$ cat config.mk
export PLATFORM = sky130hd
export DESIGN_NAME = qec_counter
export DESIGN_NICKNAME = d
export VERILOG_FILES = /design/src/qec_pkg.sv /design/src/qec_counter.sv
export SDC_FILE = /design/constraint.sdc
export NUM_CORES = 1
export LEC_CHECK = 0
export ABC_AREA = 1
export BUFFER_PORTS_ARGS = -buffer_cell sky130_fd_sc_hd__buf_2
export CORE_MARGIN = 4
export CORE_UTILIZATION = 44
export CTS_BUF_LIST = sky130_fd_sc_hd__clkbuf_16
export DETAILED_ROUTE_END_ITERATION = 12
export PLACE_DENSITY = 0.68
export SLEW_MARGIN = 20
export SYNTH_ARGS = -nofsm -noshare
export SYNTH_HDL_FRONTEND = slang
export SYNTH_SLANG_ARGS = --single-unit
$ cat constraint.sdc
create_clock -name ref_clk -period 2.9 [get_ports ref_clk]
set_clock_uncertainty 0.1 [all_clocks]
set_input_delay 0.29 -clock ref_clk [delete_from_list [all_inputs] [get_ports ref_clk]]
set_output_delay 0.29 -clock ref_clk [all_outputs]
set_load 0.1 [all_outputs]
$ cat src/qec_pkg.sv
// Package with register map, field positions and reset values of the encoder counter
package qec_pkg;

	// ==========================================================
	// Register byte offsets
	localparam logic [7:0] OFS_CONTROL = 8'h00;
	localparam logic [7:0] OFS_STATUS  = 8'h04;
	localparam logic [7:0] OFS_COUNT   = 8'h08;
	localparam logic [7:0] OFS_MAXCNT  = 8'h0c;
	localparam logic [7:0] OFS_ZCAP    = 8'h10;
	localparam logic [7:0] OFS_SCAP    = 8'h14;
	localparam logic [7:0] OFS_FILTER  = 8'h18;

	// ==========================================================
	// Control field positions
	localparam int CTL_SWAP  = 0;
	localparam int CTL_ZERO  = 1;
	localparam int CTL_FIRST = 2;
	localparam int CTL_FDM   = 6;
	localparam int CTL_ZQ    = 7;
	localparam int CTL_SDIR  = 8;

	// Status field positions
	localparam int STS_DIR   = 1;
	localparam int STS_UNINI = 2;
	localparam int STS_A     = 3;
	localparam int STS_B     = 4;
	localparam int STS_Z     = 5;
	localparam int STS_S     = 6;
	localparam int STS_FOUND = 7;

	// ==========================================================
	// Reset values and counts
	localparam logic [15:0] RST_CONTROL = 16'h0000;
	localparam logic [15:0] RST_MAXCNT  = 16'hffff;
	localparam logic [5:0]  RST_FILTER  = 6'h00;
	localparam logic [1:0]  FILT_STABLE = 2'h2;  // Four equal samples

endpackage

$ cat src/qec_counter.sv
// Quadrature encoder position counter with APB register access
`timescale 1ns/1ps
module qec_counter
	import qec_pkg::*;
(
	input  wire logic        ref_clk,
	input  wire logic        rst,
	input  wire logic        phase_a_pin,
	input  wire logic        phase_b_pin,
	input  wire logic        index_marker_pin,
	input  wire logic        strobe_marker_pin,
	input  wire logic        psel,
	input  wire logic        penable,
	input  wire logic        pwrite,
	input  wire logic [7:0]  paddr,
	input  wire logic [31:0] pwdata,
	output logic      [31:0] prdata,
	output logic             pready,
	output logic             pslverr
);

	// ==========================================================
	// State
	typedef struct packed {
		logic [3:0]  sy1;     // First sync stage, read only by sy2
		logic [3:0]  sy2;
		logic [3:0]  last;    // Previous synchronised sample
		logic [1:0]  stab;    // Stable sample counter
		logic [5:0]  div;     // Filter clock divider
		logic [3:0]  filt;    // Filtered A,B,Z,S
		logic [15:0] ctrl;
		logic [15:0] maxc;
		logic [5:0]  fdiv;
		logic        unini;
		logic [15:0] cnt;
		logic        dir;
		logic        zarm;    // Marker seen, reset pending
		logic        carm;    // Marker seen, capture pending
		logic        found;
		logic        algn_ok;
		logic [1:0]  algn;    // Edge of first reset: {is_b, level}
		logic [15:0] zcap;
		logic [15:0] scap;
		logic [31:0] rdat;
		logic        rdy;
		logic        err;
	} qec_state_t;

	qec_state_t st_ff;
	qec_state_t nxt_st;

	// Wrap to other end of the range
	function automatic logic [15:0] step(input logic [15:0] v, input logic up, input logic [15:0] m);
		if (up)
			step = (v == m) ? 16'h0000 : v + 16'h0001;
		else
			step = (v == 16'h0000) ? m : v - 16'h0001;
	endfunction

	// Address decode used by both read and write paths
	function automatic logic mapped(input logic [7:0] a);
		mapped = (a == OFS_CONTROL) || (a == OFS_STATUS) || (a == OFS_COUNT) || (a == OFS_MAXCNT)
			|| (a == OFS_ZCAP) || (a == OFS_SCAP) || (a == OFS_FILTER);
	endfunction

	logic [3:0]  raw;
	logic        qa;
	logic        qb;
	logic        pa;
	logic        pb;
	logic        pulse;
	logic        up;
	logic        z_rise;
	logic        z_fall;
	logic        s_rise;
	logic        s_fall;
	logic        z_mark;
	logic        b_edge;
	logic        fire;
	logic        access;
	logic [15:0] stat;
	logic [3:0]  nf;

	assign raw = {strobe_marker_pin, index_marker_pin, phase_b_pin, phase_a_pin};

	// ==========================================================
	// Next-state logic
	always_comb
	begin
		nxt_st = st_ff;
		// Two-stage synchroniser, then a divided-clock four-sample filter
		nxt_st.sy1 = raw;
		nxt_st.sy2 = st_ff.sy1;
		if (st_ff.div >= st_ff.fdiv)
		begin
			nxt_st.div  = 6'h00;
			nxt_st.last = st_ff.sy2;
			if (st_ff.sy2 != st_ff.last)
				nxt_st.stab = 2'h0;
			else if (st_ff.stab != FILT_STABLE)
				nxt_st.stab = st_ff.stab + 2'h1;
			else
				nxt_st.filt = st_ff.sy2;
		end
		else
			nxt_st.div = st_ff.div + 6'h01;

		// Input swap; filtered copies used for edge detection
		// Taken from the local copy so no loop runs through a module-level net
		nf = nxt_st.filt;
		qa = st_ff.ctrl[CTL_SWAP] ? nf[1] : nf[0];
		qb = st_ff.ctrl[CTL_SWAP] ? nf[0] : nf[1];
		pa = st_ff.ctrl[CTL_SWAP] ? st_ff.filt[1] : st_ff.filt[0];
		pb = st_ff.ctrl[CTL_SWAP] ? st_ff.filt[0] : st_ff.filt[1];
		z_rise = nf[2] & ~st_ff.filt[2];
		z_fall = ~nf[2] & st_ff.filt[2];
		s_rise = nf[3] & ~st_ff.filt[3];
		s_fall = ~nf[3] & st_ff.filt[3];

		if (st_ff.ctrl[CTL_FDM])
		begin
			// Pulse train on A, direction on B (pin level)
			pulse = nf[0] ^ st_ff.filt[0];
			up    = ~nf[1];
		end
		else
		begin
			// Exactly one of A,B changed; both together is invalid
			pulse = (qa ^ pa) ^ (qb ^ pb);
			up    = (qa ^ pa) ? (qa != qb) : (qa == qb);
		end
		b_edge = qb ^ pb;

		// Marker recognised on direction-matched edge
		z_mark = st_ff.dir ? z_rise : z_fall;
		access = psel & penable & ~st_ff.rdy;
		fire   = 1'b0;

		if (pulse)
		begin
			nxt_st.dir = up;
			nxt_st.cnt = step(st_ff.cnt, up, st_ff.maxc);
			// Pending index reset uses recorded edge once aligned
			if (st_ff.zarm && (!st_ff.algn_ok || (st_ff.algn == {b_edge, up ? qb : ~qb})))
				fire = 1'b1;
			if (st_ff.carm)
			begin
				nxt_st.zcap = st_ff.cnt;
				nxt_st.carm = 1'b0;
			end
		end
		if (fire)
		begin
			nxt_st.cnt  = up ? 16'h0000 : st_ff.maxc;
			nxt_st.zarm = 1'b0;
			if (!st_ff.algn_ok)
			begin
				nxt_st.algn_ok = 1'b1;
				nxt_st.algn    = {b_edge, up ? qb : ~qb};
			end
		end
		if (z_mark)
		begin
			nxt_st.found = 1'b1;
			// Only the first marker resets in first-marker mode
			if (st_ff.ctrl[CTL_ZERO] && !(st_ff.ctrl[CTL_FIRST] && st_ff.found))
				nxt_st.zarm = 1'b1;
			if (st_ff.ctrl[CTL_ZQ])
				nxt_st.carm = 1'b1;
		end
		if (!st_ff.ctrl[CTL_ZERO])
			nxt_st.zarm = 1'b0;
		if (!st_ff.ctrl[CTL_ZQ])
			nxt_st.carm = 1'b0;
		if (!st_ff.ctrl[CTL_ZQ] && z_rise)
			nxt_st.zcap = st_ff.cnt;
		if (!st_ff.ctrl[CTL_SDIR] && s_rise)
			nxt_st.scap = st_ff.cnt;
		if (st_ff.ctrl[CTL_SDIR] && (st_ff.dir ? s_rise : s_fall))
			nxt_st.scap = st_ff.cnt;

		// Status word
		stat = 16'h0000;
		stat[STS_DIR]   = st_ff.dir;
		stat[STS_UNINI] = st_ff.unini;
		stat[STS_A]     = st_ff.filt[0];
		stat[STS_B]     = st_ff.filt[1];
		stat[STS_Z]     = st_ff.filt[2];
		stat[STS_S]     = st_ff.filt[3];
		stat[STS_FOUND] = st_ff.found;

		// APB slave: answer one cycle into the access phase
		nxt_st.rdy = access;
		nxt_st.err = access & ~mapped(paddr);
		nxt_st.rdat = 32'h0000_0000;
		if (access && !pwrite)
		begin
			unique case (paddr)
				OFS_CONTROL: nxt_st.rdat = {16'h0000, st_ff.ctrl};
				OFS_STATUS:  nxt_st.rdat = {16'h0000, stat};
				OFS_COUNT:   nxt_st.rdat = {16'h0000, st_ff.cnt};
				OFS_MAXCNT:  nxt_st.rdat = {16'h0000, st_ff.maxc};
				OFS_ZCAP:    nxt_st.rdat = {16'h0000, st_ff.zcap};
				OFS_SCAP:    nxt_st.rdat = {16'h0000, st_ff.scap};
				OFS_FILTER:  nxt_st.rdat = {26'h0, st_ff.fdiv};
				default:     nxt_st.rdat = 32'h0000_0000;
			endcase
		end
		if (access && pwrite)
		begin
			unique case (paddr)
				OFS_CONTROL: nxt_st.ctrl = pwdata[15:0];
				OFS_MAXCNT:
				begin
					nxt_st.maxc  = pwdata[15:0];
					nxt_st.unini = 1'b0;
				end
				OFS_FILTER:  nxt_st.fdiv = pwdata[5:0];
				default:     nxt_st.fdiv = st_ff.fdiv;
			endcase
		end
	end

	// ==========================================================
	// State register; captures kept at zero though software must not rely on it
	always_ff @(posedge ref_clk)
	begin
		if (rst)
		begin
			st_ff       <= '0;
			st_ff.ctrl  <= RST_CONTROL;
			st_ff.maxc  <= RST_MAXCNT;
			st_ff.fdiv  <= RST_FILTER;
			st_ff.unini <= 1'b1;
			st_ff.dir   <= 1'b1;
		end
		else
			st_ff <= nxt_st;
	end

	assign prdata  = st_ff.rdat;
	assign pready  = st_ff.rdy;
	assign pslverr = st_ff.err;

	// ==========================================================
	// Checks
	swap_reset_a: assert property (@(posedge ref_clk) rst |=> st_ff.ctrl == 16'h0000)
		else $error("control not cleared by reset");
	unini_hold_a: assert property (@(posedge ref_clk) disable iff (rst)
		st_ff.unini && !(access && pwrite && paddr == OFS_MAXCNT) |=> st_ff.unini)
		else $error("uninitialised flag dropped early");
	fd_up_a: assert property (@(posedge ref_clk) disable iff (rst)
		st_ff.ctrl[CTL_FDM] && !st_ff.ctrl[CTL_ZERO] && (nf[0] ^ st_ff.filt[0]) && !nf[1] && st_ff.cnt != st_ff.maxc
		|=> st_ff.cnt == $past(st_ff.cnt) + 16'h0001)
		else $error("pulse mode count up wrong");
	wrap_up_a: assert property (@(posedge ref_clk) disable iff (rst)
		!st_ff.ctrl[CTL_ZERO] && pulse && up && st_ff.cnt == st_ff.maxc |=> st_ff.cnt == 16'h0000)
		else $error("no wrap to zero");
	dir_flag_a: assert property (@(posedge ref_clk) disable iff (rst) pulse |=> st_ff.dir == $past(up))
		else $error("direction flag wrong");
	both_edge_a: assert property (@(posedge ref_clk) disable iff (rst)
		!st_ff.ctrl[CTL_FDM] && (qa ^ pa) && (qb ^ pb) && !st_ff.zarm |=> $stable(st_ff.cnt))
		else $error("double change counted");
	found_a: assert property (@(posedge ref_clk) disable iff (rst) z_mark |=> st_ff.found)
		else $error("first marker not flagged");
	zcap_rise_a: assert property (@(posedge ref_clk) disable iff (rst)
		!st_ff.ctrl[CTL_ZQ] && z_rise |=> st_ff.zcap == $past(st_ff.cnt))
		else $error("index capture missed");
	scap_edge_a: assert property (@(posedge ref_clk) disable iff (rst)
		st_ff.ctrl[CTL_SDIR] && !st_ff.dir && s_fall |=> st_ff.scap == $past(st_ff.cnt))
		else $error("strobe capture missed");
	zero_fwd_a: assert property (@(posedge ref_clk) disable iff (rst) fire && up |=> st_ff.cnt == 16'h0000)
		else $error("index reset value wrong");
	apb_ready_a: assert property (@(posedge ref_clk) disable iff (rst) psel && !penable ##1 psel && penable |=> pready)
		else $error("slave answer late");
	// Reverse index reset lands on the programmed maximum
	rev_max_a: assert property (@(posedge ref_clk) disable iff (rst) fire && !up |=> st_ff.cnt == $past(st_ff.maxc))
		else $error("reverse index reset value wrong");
	// Pin-level decode: A pin edge leaving A and B unequal is forward motion
	quad_up_a: assert property (@(posedge ref_clk) disable iff (rst)
		!st_ff.ctrl[CTL_FDM] && !st_ff.ctrl[CTL_SWAP] && (nf[0] ^ st_ff.filt[0]) && !(nf[1] ^ st_ff.filt[1])
		&& (nf[0] != nf[1]) && !st_ff.zarm && st_ff.cnt != st_ff.maxc |=> st_ff.cnt == $past(st_ff.cnt) + 16'h0001)
		else $error("forward quadrature count wrong");
	// Same pin sequence with the swap bit set must count down
	swap_dn_a: assert property (@(posedge ref_clk) disable iff (rst)
		!st_ff.ctrl[CTL_FDM] && st_ff.ctrl[CTL_SWAP] && (nf[0] ^ st_ff.filt[0]) && !(nf[1] ^ st_ff.filt[1])
		&& (nf[0] != nf[1]) && !st_ff.zarm && st_ff.cnt != 16'h0000 |=> st_ff.cnt == $past(st_ff.cnt) - 16'h0001)
		else $error("swapped count direction wrong");
	// Qualified index capture takes the count at the pulse after the marker
	zq_cap_a: assert property (@(posedge ref_clk) disable iff (rst)
		st_ff.ctrl[CTL_ZQ] && st_ff.carm && pulse |=> st_ff.zcap == $past(st_ff.cnt))
		else $error("qualified index capture missed");
	// Plain strobe capture on the rising edge
	scap_rise_a: assert property (@(posedge ref_clk) disable iff (rst)
		!st_ff.ctrl[CTL_SDIR] && s_rise |=> st_ff.scap == $past(st_ff.cnt))
		else $error("strobe rise capture missed");
	// Once the first marker is known, first-marker mode never arms again
	first_only_a: assert property (@(posedge ref_clk) disable iff (rst)
		st_ff.ctrl[CTL_FIRST] && st_ff.found && !st_ff.zarm |=> !st_ff.zarm)
		else $error("later marker armed a reset");
	// Bus answer is a single-cycle pulse; an error answer carries zero data
	ready_pulse_a: assert property (@(posedge ref_clk) disable iff (rst) pready |=> !pready)
		else $error("slave answer stretched");
	err_data_a: assert property (@(posedge ref_clk) disable iff (rst) pslverr |-> pready && prdata == 32'h0000_0000)
		else $error("error answer malformed");
	count_c: cover property (@(posedge ref_clk) disable iff (rst) pulse && up ##1 pulse && !up);
	fd_c: cover property (@(posedge ref_clk) disable iff (rst) st_ff.ctrl[CTL_FDM] && pulse && !up);
	swap_c: cover property (@(posedge ref_clk) disable iff (rst) st_ff.ctrl[CTL_SWAP] && pulse && !up);
	reset_c: cover property (@(posedge ref_clk) disable iff (rst) fire);
	first_c: cover property (@(posedge ref_clk) disable iff (rst) st_ff.ctrl[CTL_FIRST] && z_mark && st_ff.found);

endmodule

==> results of run 1 <==
## power breakdown
part	internal (mW)	switching (mW)	total, mW
logic	1.01	1.68	2.69
clock network	1.18	0.881	2.06
registers	2.00	0.200	2.20
## final timing paths
kind	from	to	slack [ns]	cells after the start
hold reg to reg	nxt_st[144]	st_ff[144]	0.30	2
hold / removal	pwdata[8]	st_ff[104]	0.02	3
setup / recovery	st_ff[95]	st_ff[85]	0.06	22
setup reg to reg	st_ff[95]	st_ff[85]	0.06	22
## sequential cells by signal, indices dropped and copies added, names as in the netlist
signal / count
pslverr: 1
st_ff: 114
pready: 1
nxt_st: 4
prdata: 16
## kinds of logic after synthesis
logic type | count (synthesis) | synth area share (%)
fa+ha+maj | 11 | 1.80
compound gates | 261 | 18.8
xor+xnor | 37 | 4.33
buf+inv | 236 | 13.9
other cells | 1 | 0.0489
simple gates | 389 | 25.6
flops | 136 | 35.5
## cell type report
cell class	instances	share of cell area, %
flip-flops and latches	136	30.6
clock buffers	17	4.77
well taps	220	3.09
inverters	149	6.32
clock inverters	15	1.44
repair buffers	98	7.67
multi-input cells	715	46.1
## timing repair
item	in CTS	in global routing
setup endpoints to repair	0	23
gates resized for setup	0	46
buffers inserted	0	7
endpoints found under the hold margin	5	0
hold buffers	5	0
## cells in the final DEF (no fill, tap or decap), types with 3 or more instances in the layout
master         Yosys  layout
nand4_1            6       6
clkinv_1           2       4
a211oi_1           3       3
a31oi_1            3       3
dfxtp_1          136     131
o21ai_1            9      12
nor4_1             3       3
a221oi_1          12      12
inv_1            143     137
ha_4               0       4
buf_2             11      50
inv_2              3       8
nand2_4           10      10
nand3_1           65      61
dlygate4sd3_1      0       5
buf_4             32      36
buf_12             0       4
xor2_1            20      20
nand2_1          144     136
xnor2_1           16      16
buf_6              4       3
ha_1              11       7
o21ai_0          110     106
nand3_4            2       7
nand2_2            6      13
clkbuf_16          0      17
dfxtp_2            0       5
a41oi_1            3       3
nor2_1           104     103
clkinvlp_4         0       4
nand3_2           26      25
clkinv_2           0       3
a21oi_1           89      89
nor3_1            10      10
o211ai_1          16      16
nand2_8            2       4
o22ai_1           13      11
conb_1             1      16
## routing by layer
metal | share of wire [%] | track usage (%)
met5 | 0 | 0
met4 | 1.4 | 5.56
met3 | 8.1 | 5.52
met2 | 44 | 32.4
met1 | 46 | 31.2
## critical path, delay by kind of cell (launching register included)
family / cells / cell delay (ns)
flops: 1 / 0.32
buf+inv: 3 / 0.23
fa+ha+maj: 1 / 0.26
simple gates: 18 / 1.83
## through the flow
stage | setup slack, ns | std cells | TNS [ns] | hold slack (ns) | cell area (µm²)
after floorplan | 0.304 | 1086 | 0 | 0.274 | 7720
after global placement | 0.135 | 1305 | 0 | 0.294 | 8070
after detailed placement | 0.0751 | 1305 | 0 | 0.298 | 8070
after CTS | 0.0572 | 1342 | 0 | 0.00408 | 8670
after global routing | -0.112 | 1350 | -1.24 | 0.0121 | 8920
final | 0.0550 | 1350 | 0 | 0.0206 | 8920
==> metrics, run 1 <==
status completed; Synth Instances 1071; Yosys reg bits 136; largest net degree at the start of global routing 35; GRT Total Usage 21.7%; Filler Cell Count about 1.6k; RSZ-0062 raised after global routing true; Post-DRT Antenna Nets 0; P per Cell Area 779 mW/mm²; synth cell count leaders nand2_1, inv_1, dfxtp_1; Bufs on Longest Clock Path 2; multi-input logic area 0.00412 mm²; vias in the first global route 6431; RD Place Congestion 0.921; die span in y 140 µm; final core occ 53.1%; Synth cell types between 40 and 50; post-synthesis sequential area ratio 35.5%; Final Critical Period 2.84 ns; Req. time, crit path 3.13 ns; critical path, cell by cell inv_2, ha_4, nand2_1, nor2_1, nand2_2, nand2_4, nand3_4, buf_6, nand3_4, nand2_2, nand2_1, nand2_1, nand2_2, nand3_4, nand2_8, nand2_8, nor2_4, nand2_4, nand3_2, nand3_2, nand2_1, inv_1; HP Class input port to register; Syn Area/Cell 7.16 µm²; antenna violations before repair 0; Final Power 6.95 mW; flip-flop and latch area between 0.002 and 0.003 mm²; residual DRC count 0; Async S/R FF share, synth 0%; CTS tree built; CTS sink count 136; synth top area cells dfxtp_1, o21ai_0, nand2_1, inv_1, a21oi_1; CTS Root Cell clkbuf_16; final period utilization 98.1%; mapped cell area ~0.0077 mm²; Fin. Hold Viols 0; count leader, synth nand2_1; core area around 0.017 mm²; ANT cells 0; io pins 83; Pleak 3.89 nW; Pre-antenna DRT Iters 5; most frequent CP cell nand2_1; CP startpoint kind register; layout cells sized above 1 18.8%; Synth area leader dfxtp_1; Avg WL per Cell around 16 µm; CP max stage cell dfxtp_1; Ys Warns 0; Max Cap Viol 0; first-pass GRT wire length 34200 µm; EDFF count, synth 0; CP endpoint kind register; DR iter-0 viols 761; clk_lat worst skew 0.43 ns; Reg clk slew, reported paths roughly 0.060 ns; Inserted Clock Buffers 17; Die ar. 0.0196 mm²; Worst slew margin 57.9%; ys flop type dfxtp_1; Worst path max stage delay about 0.32 ns; fmax roughly 350 MHz; worst slew pin tran 0.631 ns; number of nets in the layout 1177; final max-slew violation count 0; die width 140 µm; final setup fails 0; DP HPWL 15100 µm; total gr overflow 0; Synth top area share 35.5%; via count 7155; CP Data Arrival Time 3.07 ns; CTS H-tree depth 4; P&R area growth vs syn 16.4%; via/cell ratio 5.30; Post-Route WL between 20000 and 25000 µm; maximum vdd drop 0.453 mV; row count 47; port bufs 50; kind of critical path register to register; Initial Util 45.6%; critical path fanouts, max 8
(Power assumes the default switching activity.)
==> inputs of run 2 (changes only) <==
--- a/config.mk
+++ b/config.mk
@@ -5,7 +5,6 @@
 export SDC_FILE = /design/constraint.sdc
 export NUM_CORES = 1
 export LEC_CHECK = 0
-export ABC_AREA = 1
 export BUFFER_PORTS_ARGS = -buffer_cell sky130_fd_sc_hd__buf_2
 export CORE_MARGIN = 4
 export CORE_UTILIZATION = 44
==> metrics, run 2 <==
port bufs 50; Ys Warns 0; register with the most flip-flops st_ff; antenna violations before repair 1; Synth area leader dfxtp_1; RSZ-0062 raised after global routing true; die span in y 138 µm; ANT cells 0; kind of critical path register to register; CP Data Arrival Time 3.04 ns; Initial Util 44.7%; first-pass GRT wire length 33800 µm; total gr overflow 0; Post-DRT Antenna Nets 0; row count 47; Switch Pwr 1.15 mW; Inserted Clock Buffers 17; post-synthesis sequential area ratio a little under two fifths; max reg flops roughly 110; critical path fanouts, max 9; Metal-1 WL 10000 µm; Async S/R FF share, synth 0%; layout cells sized above 1 between 10% and 20%; CTS H-tree depth 4; Internal 3.45 mW; DR WL met2 9770 µm; commonest non-fill, non-tap cell in the layout nor2_1; core area 0.0165 mm²; final max-slew violation count 0; Die ar. ~0.019 mm²; mapped cell area 0.00739 mm²; largest net degree at the start of global routing 64; top sig layer met4; Worst path max stage delay 0.38 ns; via/cell ratio 5.76; Post-Route WL 22500 µm; HP Class input port to register; Bufs on Longest Clock Path 2; placed cell count ~1.2k; cell area after layout 0.00887 mm²; fmax 348 MHz; Synth Instances 914; Avg WL per Cell 18.7 µm; most frequent CP cell o221a_4; synth cell count leaders nor2_1, dfxtp_1, nand2_1; sum of buffers and inverters on the critical path 3; Synth cell types between 50 and 60; Syn Area/Cell between 8 and 9 µm²; io pins 83; final cell count without fillers 1203; RD Place Congestion roughly 1.0; Yosys reg bits 136; Pleak 3.40 nW; Synth top area share between 30% and 40%; P&R area growth vs syn 20.1%; Sw Share 25.0%; CTS tree built; critical path, cell by cell inv_1, ha_1, nand4_1, o221a_4, o221a_4, nor3_2, buf_6, buf_4, a221oi_1, o21ai_0, a211oi_1; Comb pwr share 8.6%; CTS sink count roughly 140; status completed; DP HPWL 15500 µm; EDFF count, synth 0; worst slew pin tran 0.699 ns; clk_lat worst skew 0.42 ns; P per Cell Area 518 mW/mm²; CP max stage cell dfxtp_1; Post-Place Worst Slack -0.0414 ns; final core occ 53.7%; Req. time, crit path 3.07 ns; Pre-antenna DRT Iters 6; Hold Slack 0.0138 ns; final period utilization 99.0%; CTS Root Cell clkbuf_16; GRT Total Usage 23.3%; via count 6934; Final WS setup 0.0300 ns; Fin. Hold Viols 0; Max Cap Viol 0; final setup fails 0; die width 138 µm; CP endpoint kind register; residual DRC count 0; count leader, synth nor2_1; synth top area cells dfxtp_1, mux2i_1, nor2_1, nand2_1, xnor2_1; sequential share of power 41.2%; share of total power in the clock network 50.3%; Cell Area, Placed 0.00799 mm²; CP startpoint kind register; commonest cells after routing, fill and taps aside nor2_1, dfxtp_1, nand2_1, buf_4, mux2i_1; Reg clk slew, reported paths 0.06 ns; number of nets in the layout 1030; maximum vdd drop just under 0.5 mV; DR iter-0 viols 800; Final Critical Period 2.87 ns; Filler Cell Count about 1.5k; Worst slew margin 53.4%; vias in the first global route approximately 6.2k; ys flop type dfxtp_1; Crit path max-delay family compound AO/OA/AOI/OAI gates; met3 wire len 2180 µm
==> run 2: cell type report <==
type	instances	area (µm²)	share of cell area (%)
repair buffers	124	872	9.83
well taps	220	275	3.10
clock inverters	15	203	2.28
flip-flops and latches	136	2720	30.7
clock buffers	17	425	4.79
multi-input cells	679	4330	48.8
inverters	12	45.0	0.508
==> run 2: what timing repair did <==
| item | 4_1_cts | 5_1_grt |
|---|---|---|
| setup endpoints to repair | 3 | 16 |
| endpoints found under the hold margin | 4 | 0 |
| resized for setup | 2 | 33 |
| hold buffers | 4 | 0 |
| pin swaps | 1 | 8 |
| setup buffers | 0 | 4 |
| gates cloned | 0 | 1 |
==> run 2: kinds of logic (layout without fill, tap and decap cells) <==
| group | count (synthesis) | in the layout | synth area share, % |
|---|---|---|---|
| adders and majority gates | 11 | 11 | 1.86 |
| AOI/OAI and AO/OA | 191 | 191 | 17.3 |
| and+or+nand+nor | 347 | 348 | 21.5 |
| buffers and inverters | 115 | 168 | 7.89 |
| other | 1 | 16 | 0.0508 |
| xor gates and xnor gates | 53 | 53 | 6.28 |
| DFF | 136 | 136 | 36.9 |
| muxes | 60 | 60 | 8.23 |
==> run 2: final timing paths <==
kind / from / to / slack (ns) / cells past startpoint
worst min-delay path: pwdata[7] / st_ff[119] / 0.01 / 3
worst max register to register: st_ff[92] / st_ff[77] / 0.03 / 11
worst min register to register: nxt_st[145] / st_ff[145] / 0.34 / 1
worst max-delay path: st_ff[92] / st_ff[77] / 0.03 / 11
==> run 2: routing by layer <==
metal	track usage, %	vias to the layer above
met4	7.21	0
met5	0	-
met1	32.7	3278
li1	-	3277
met2	34.7	331
met3	6.36	48
==> run 2: power groups by stage <==
| stage | logic, mW | clock network [mW] | registers (mW) |
|---|---|---|---|
| 2_1_floorplan | 0.287 | 0 | 1.94 |
| 3_3_place_gp | 0.373 | 0 | 1.93 |
| 5_1_grt | 0.417 | 2.42 | 1.89 |
| 4_1_cts | 0.380 | 2.34 | 1.89 |
| 3_5_place_dp | 0.374 | 0 | 1.93 |
| 6_report | 0.394 | 2.31 | 1.89 |
==> run 2: worst min-delay path, delay by kind of cell <==
family / cells / cell delay, ns
simple gates: 1 / 0.05
compound gates: 1 / 0.05
buf+inv: 1 / 0.10
==> run 2: stage by stage <==
step                TNS (ns)  total power, mW
global route          -0.273             4.73
floorplan                  0             2.22
finish                     0             4.60
global placement           0             2.31
detailed placement   -0.0419             2.31
CTS                        0             4.61
==> inputs of run 3 (changes only) <==
--- a/config.mk
+++ b/config.mk
@@ -6,6 +6,7 @@
 export NUM_CORES = 1
 export LEC_CHECK = 0
 export BUFFER_PORTS_ARGS = -buffer_cell sky130_fd_sc_hd__buf_2
+export CORE_ASPECT_RATIO = 0.7
 export CORE_MARGIN = 4
 export CORE_UTILIZATION = 44
 export CTS_BUF_LIST = sky130_fd_sc_hd__clkbuf_16
==> metrics, run 3 (same netlist as run 2, synthesis figures left out) <==
commonest non-fill, non-tap cell in the layout nor2_1; worst slew pin tran between 0.6 and 0.7 ns; Req. time, crit path approximately 3.1 ns; start point of the critical path st_ff[93]; first-pass GRT wire length ~35000 µm; Worst R2R Start st_ff[93]; ANT cells 0; final cell count without fillers 1210; CP max stage cell or3_4; kind of critical path register to register; number of nets in the layout between 1k and 1.5k; CTS tree built; CTS H-tree depth 4; sum of buffers and inverters on the critical path 1; Final Power 4.34 mW; via count between 6k and 7k; die width 163 µm; P&R area growth vs syn 19.2%; port bufs 50; vias in the first global route 6216; max reg flops 114; Final Critical Period 2.86 ns; Post-DRT Antenna Nets 0; Bufs on Longest Clock Path 2; WP depth 9; register with the most flip-flops st_ff; Sw Share a little over a quarter; P per Cell Area 493 mW/mm²; Worst path max stage delay 0.47 ns; io pins 83; Crit path max-delay family compound AO/OA/AOI/OAI gates; final core occ 53.7%; Filler Cell Count around 1.5k; die span in y between 100 and 150 µm; Pleak 3.38 nW; RR Endpoint st_ff[78]; row count 39; Avg WL per Cell 18.8 µm; Post-Route WL around 23000 µm; GRT Total Usage 23.5%; Initial Util 45.1%; RD Place Congestion 0.973; layout cells sized above 1 20.1%; residual DRC count 0; final max-slew violation count 0; DR iter-0 viols 850; CP endpoint kind register; CP Data Arrival Time 3.09 ns; Switch Pwr between 1 and 1.5 mW; placed cell count 1170; DP HPWL 16100 µm; Internal 3.18 mW; maximum vdd drop 0.405 mV; commonest cells after routing, fill and taps aside nor2_1, dfxtp_1, nand2_1, buf_4, mux2i_1; status completed; HP Class input port to register; final setup fails 0; Worst slew margin 54.0%; share of total power in the clock network 47.5%; Max Cap Viol 0; Inserted Clock Buffers 17; clk_lat worst skew 0.42 ns; R2R cell count 9; Comb pwr share 9.0%; CP endpoint st_ff[78]; R2R setup slack around 0.036 ns; critical path fanouts, max 7; sequential share of power 43.5%; Pre-antenna DRT Iters 6; fmax ~350 MHz; total gr overflow 0; Die ar. 0.0190 mm²; Fin. Hold Viols 0; CTS sink count 136; antenna violations before repair 0; CTS Root Cell clkbuf_16; RSZ-0062 raised after global routing true; most frequent CP cell o221a_4; Reg clk slew, reported paths 0.06 ns; core area between 0.015 and 0.02 mm²; CP startpoint kind register; via/cell ratio 5.74; final period utilization 98.7%; largest net degree at the start of global routing 47; critical path, cell by cell inv_1, ha_1, nand4_1, o221a_4, o221a_4, or3_4, nor4_2, o21ai_0, a211oi_2
## run 3: changes by cell type in the layout (fill, tap and decap cells not counted), sizes merged
cell    delta
buf        +4
bufinv     -3
clkinv     -1
inv        +2
## run 3: how the worst min path moves through the flow
stage | start | end | cells after the start
6_report | pwdata[11] | st_ff[123] | 3
5_1_grt | pwdata[11] | st_ff[123] | 3
4_1_cts | pwdata[9] | st_ff[121] | 3
3_5_place_dp | nxt_st[145] | st_ff[145] | 1
3_3_place_gp | nxt_st[145] | st_ff[145] | 1
2_1_floorplan | nxt_st[144] | st_ff[144] | 1
## run 3: tightest hold or removal path: cells and delay by family
kind / cells / cell delay, ns
buffers and inverters: 1 / 0.10
and+or+nand+nor: 1 / 0.05
AOI/OAI and AO/OA: 1 / 0.05
## run 3: metal layers
layer | wire, µm | track usage, %
met5 | 0 | 0
met4 | 203 | 4.53
met3 | 3130 | 8.64
met2 | 8950 | 31.8
met1 | 10500 | 35.5
## run 3: what timing repair did
action,CTS,global route
endpoints found under the hold margin,4,0
hold buffers,4,0
resized for setup,4,35
setup endpoints to repair,14,17
cloned,0,1
setup buffers,0,5
pin swaps,0,14
## run 3: area by class of cell
| class | count | area [µm²] | area share [%] |
|---|---|---|---|
| clock buffers | 17 | 425 | 4.83 |
| flip-flops and latches | 136 | 2730 | 31.0 |
| multi-input cells | 679 | 4320 | 49.0 |
| well taps | 225 | 282 | 3.20 |
| inverters | 12 | 45.0 | 0.512 |
| clock inverters | 13 | 123 | 1.39 |
| repair buffers | 128 | 886 | 10.1 |
## run 3: stage by stage
stage | hold slack [ns] | instance area, µm² | setup WS [ns] | TNS [ns]
after floorplan | 0.314 | 7440 | 0.121 | 0
after global placement | 0.322 | 8000 | -0.0202 | -0.0343
after detailed placement | 0.324 | 8000 | -0.0654 | -0.331
after CTS | 0.0100 | 8600 | -0.00550 | -0.00550
after global routing | 0.0123 | 8810 | -0.102 | -0.571
final | 0.0198 | 8810 | 0.0364 | 0
## run 3: power by group through the flow
stage | Clock (mW) | Sequential [mW] | Combinational, mW
3_3_place_gp | 0 | 1.93 | 0.368
3_5_place_dp | 0 | 1.93 | 0.371
5_1_grt | 2.17 | 1.89 | 0.414
4_1_cts | 2.08 | 1.89 | 0.377
2_1_floorplan | 0 | 1.94 | 0.287
6_report | 2.06 | 1.89 | 0.391
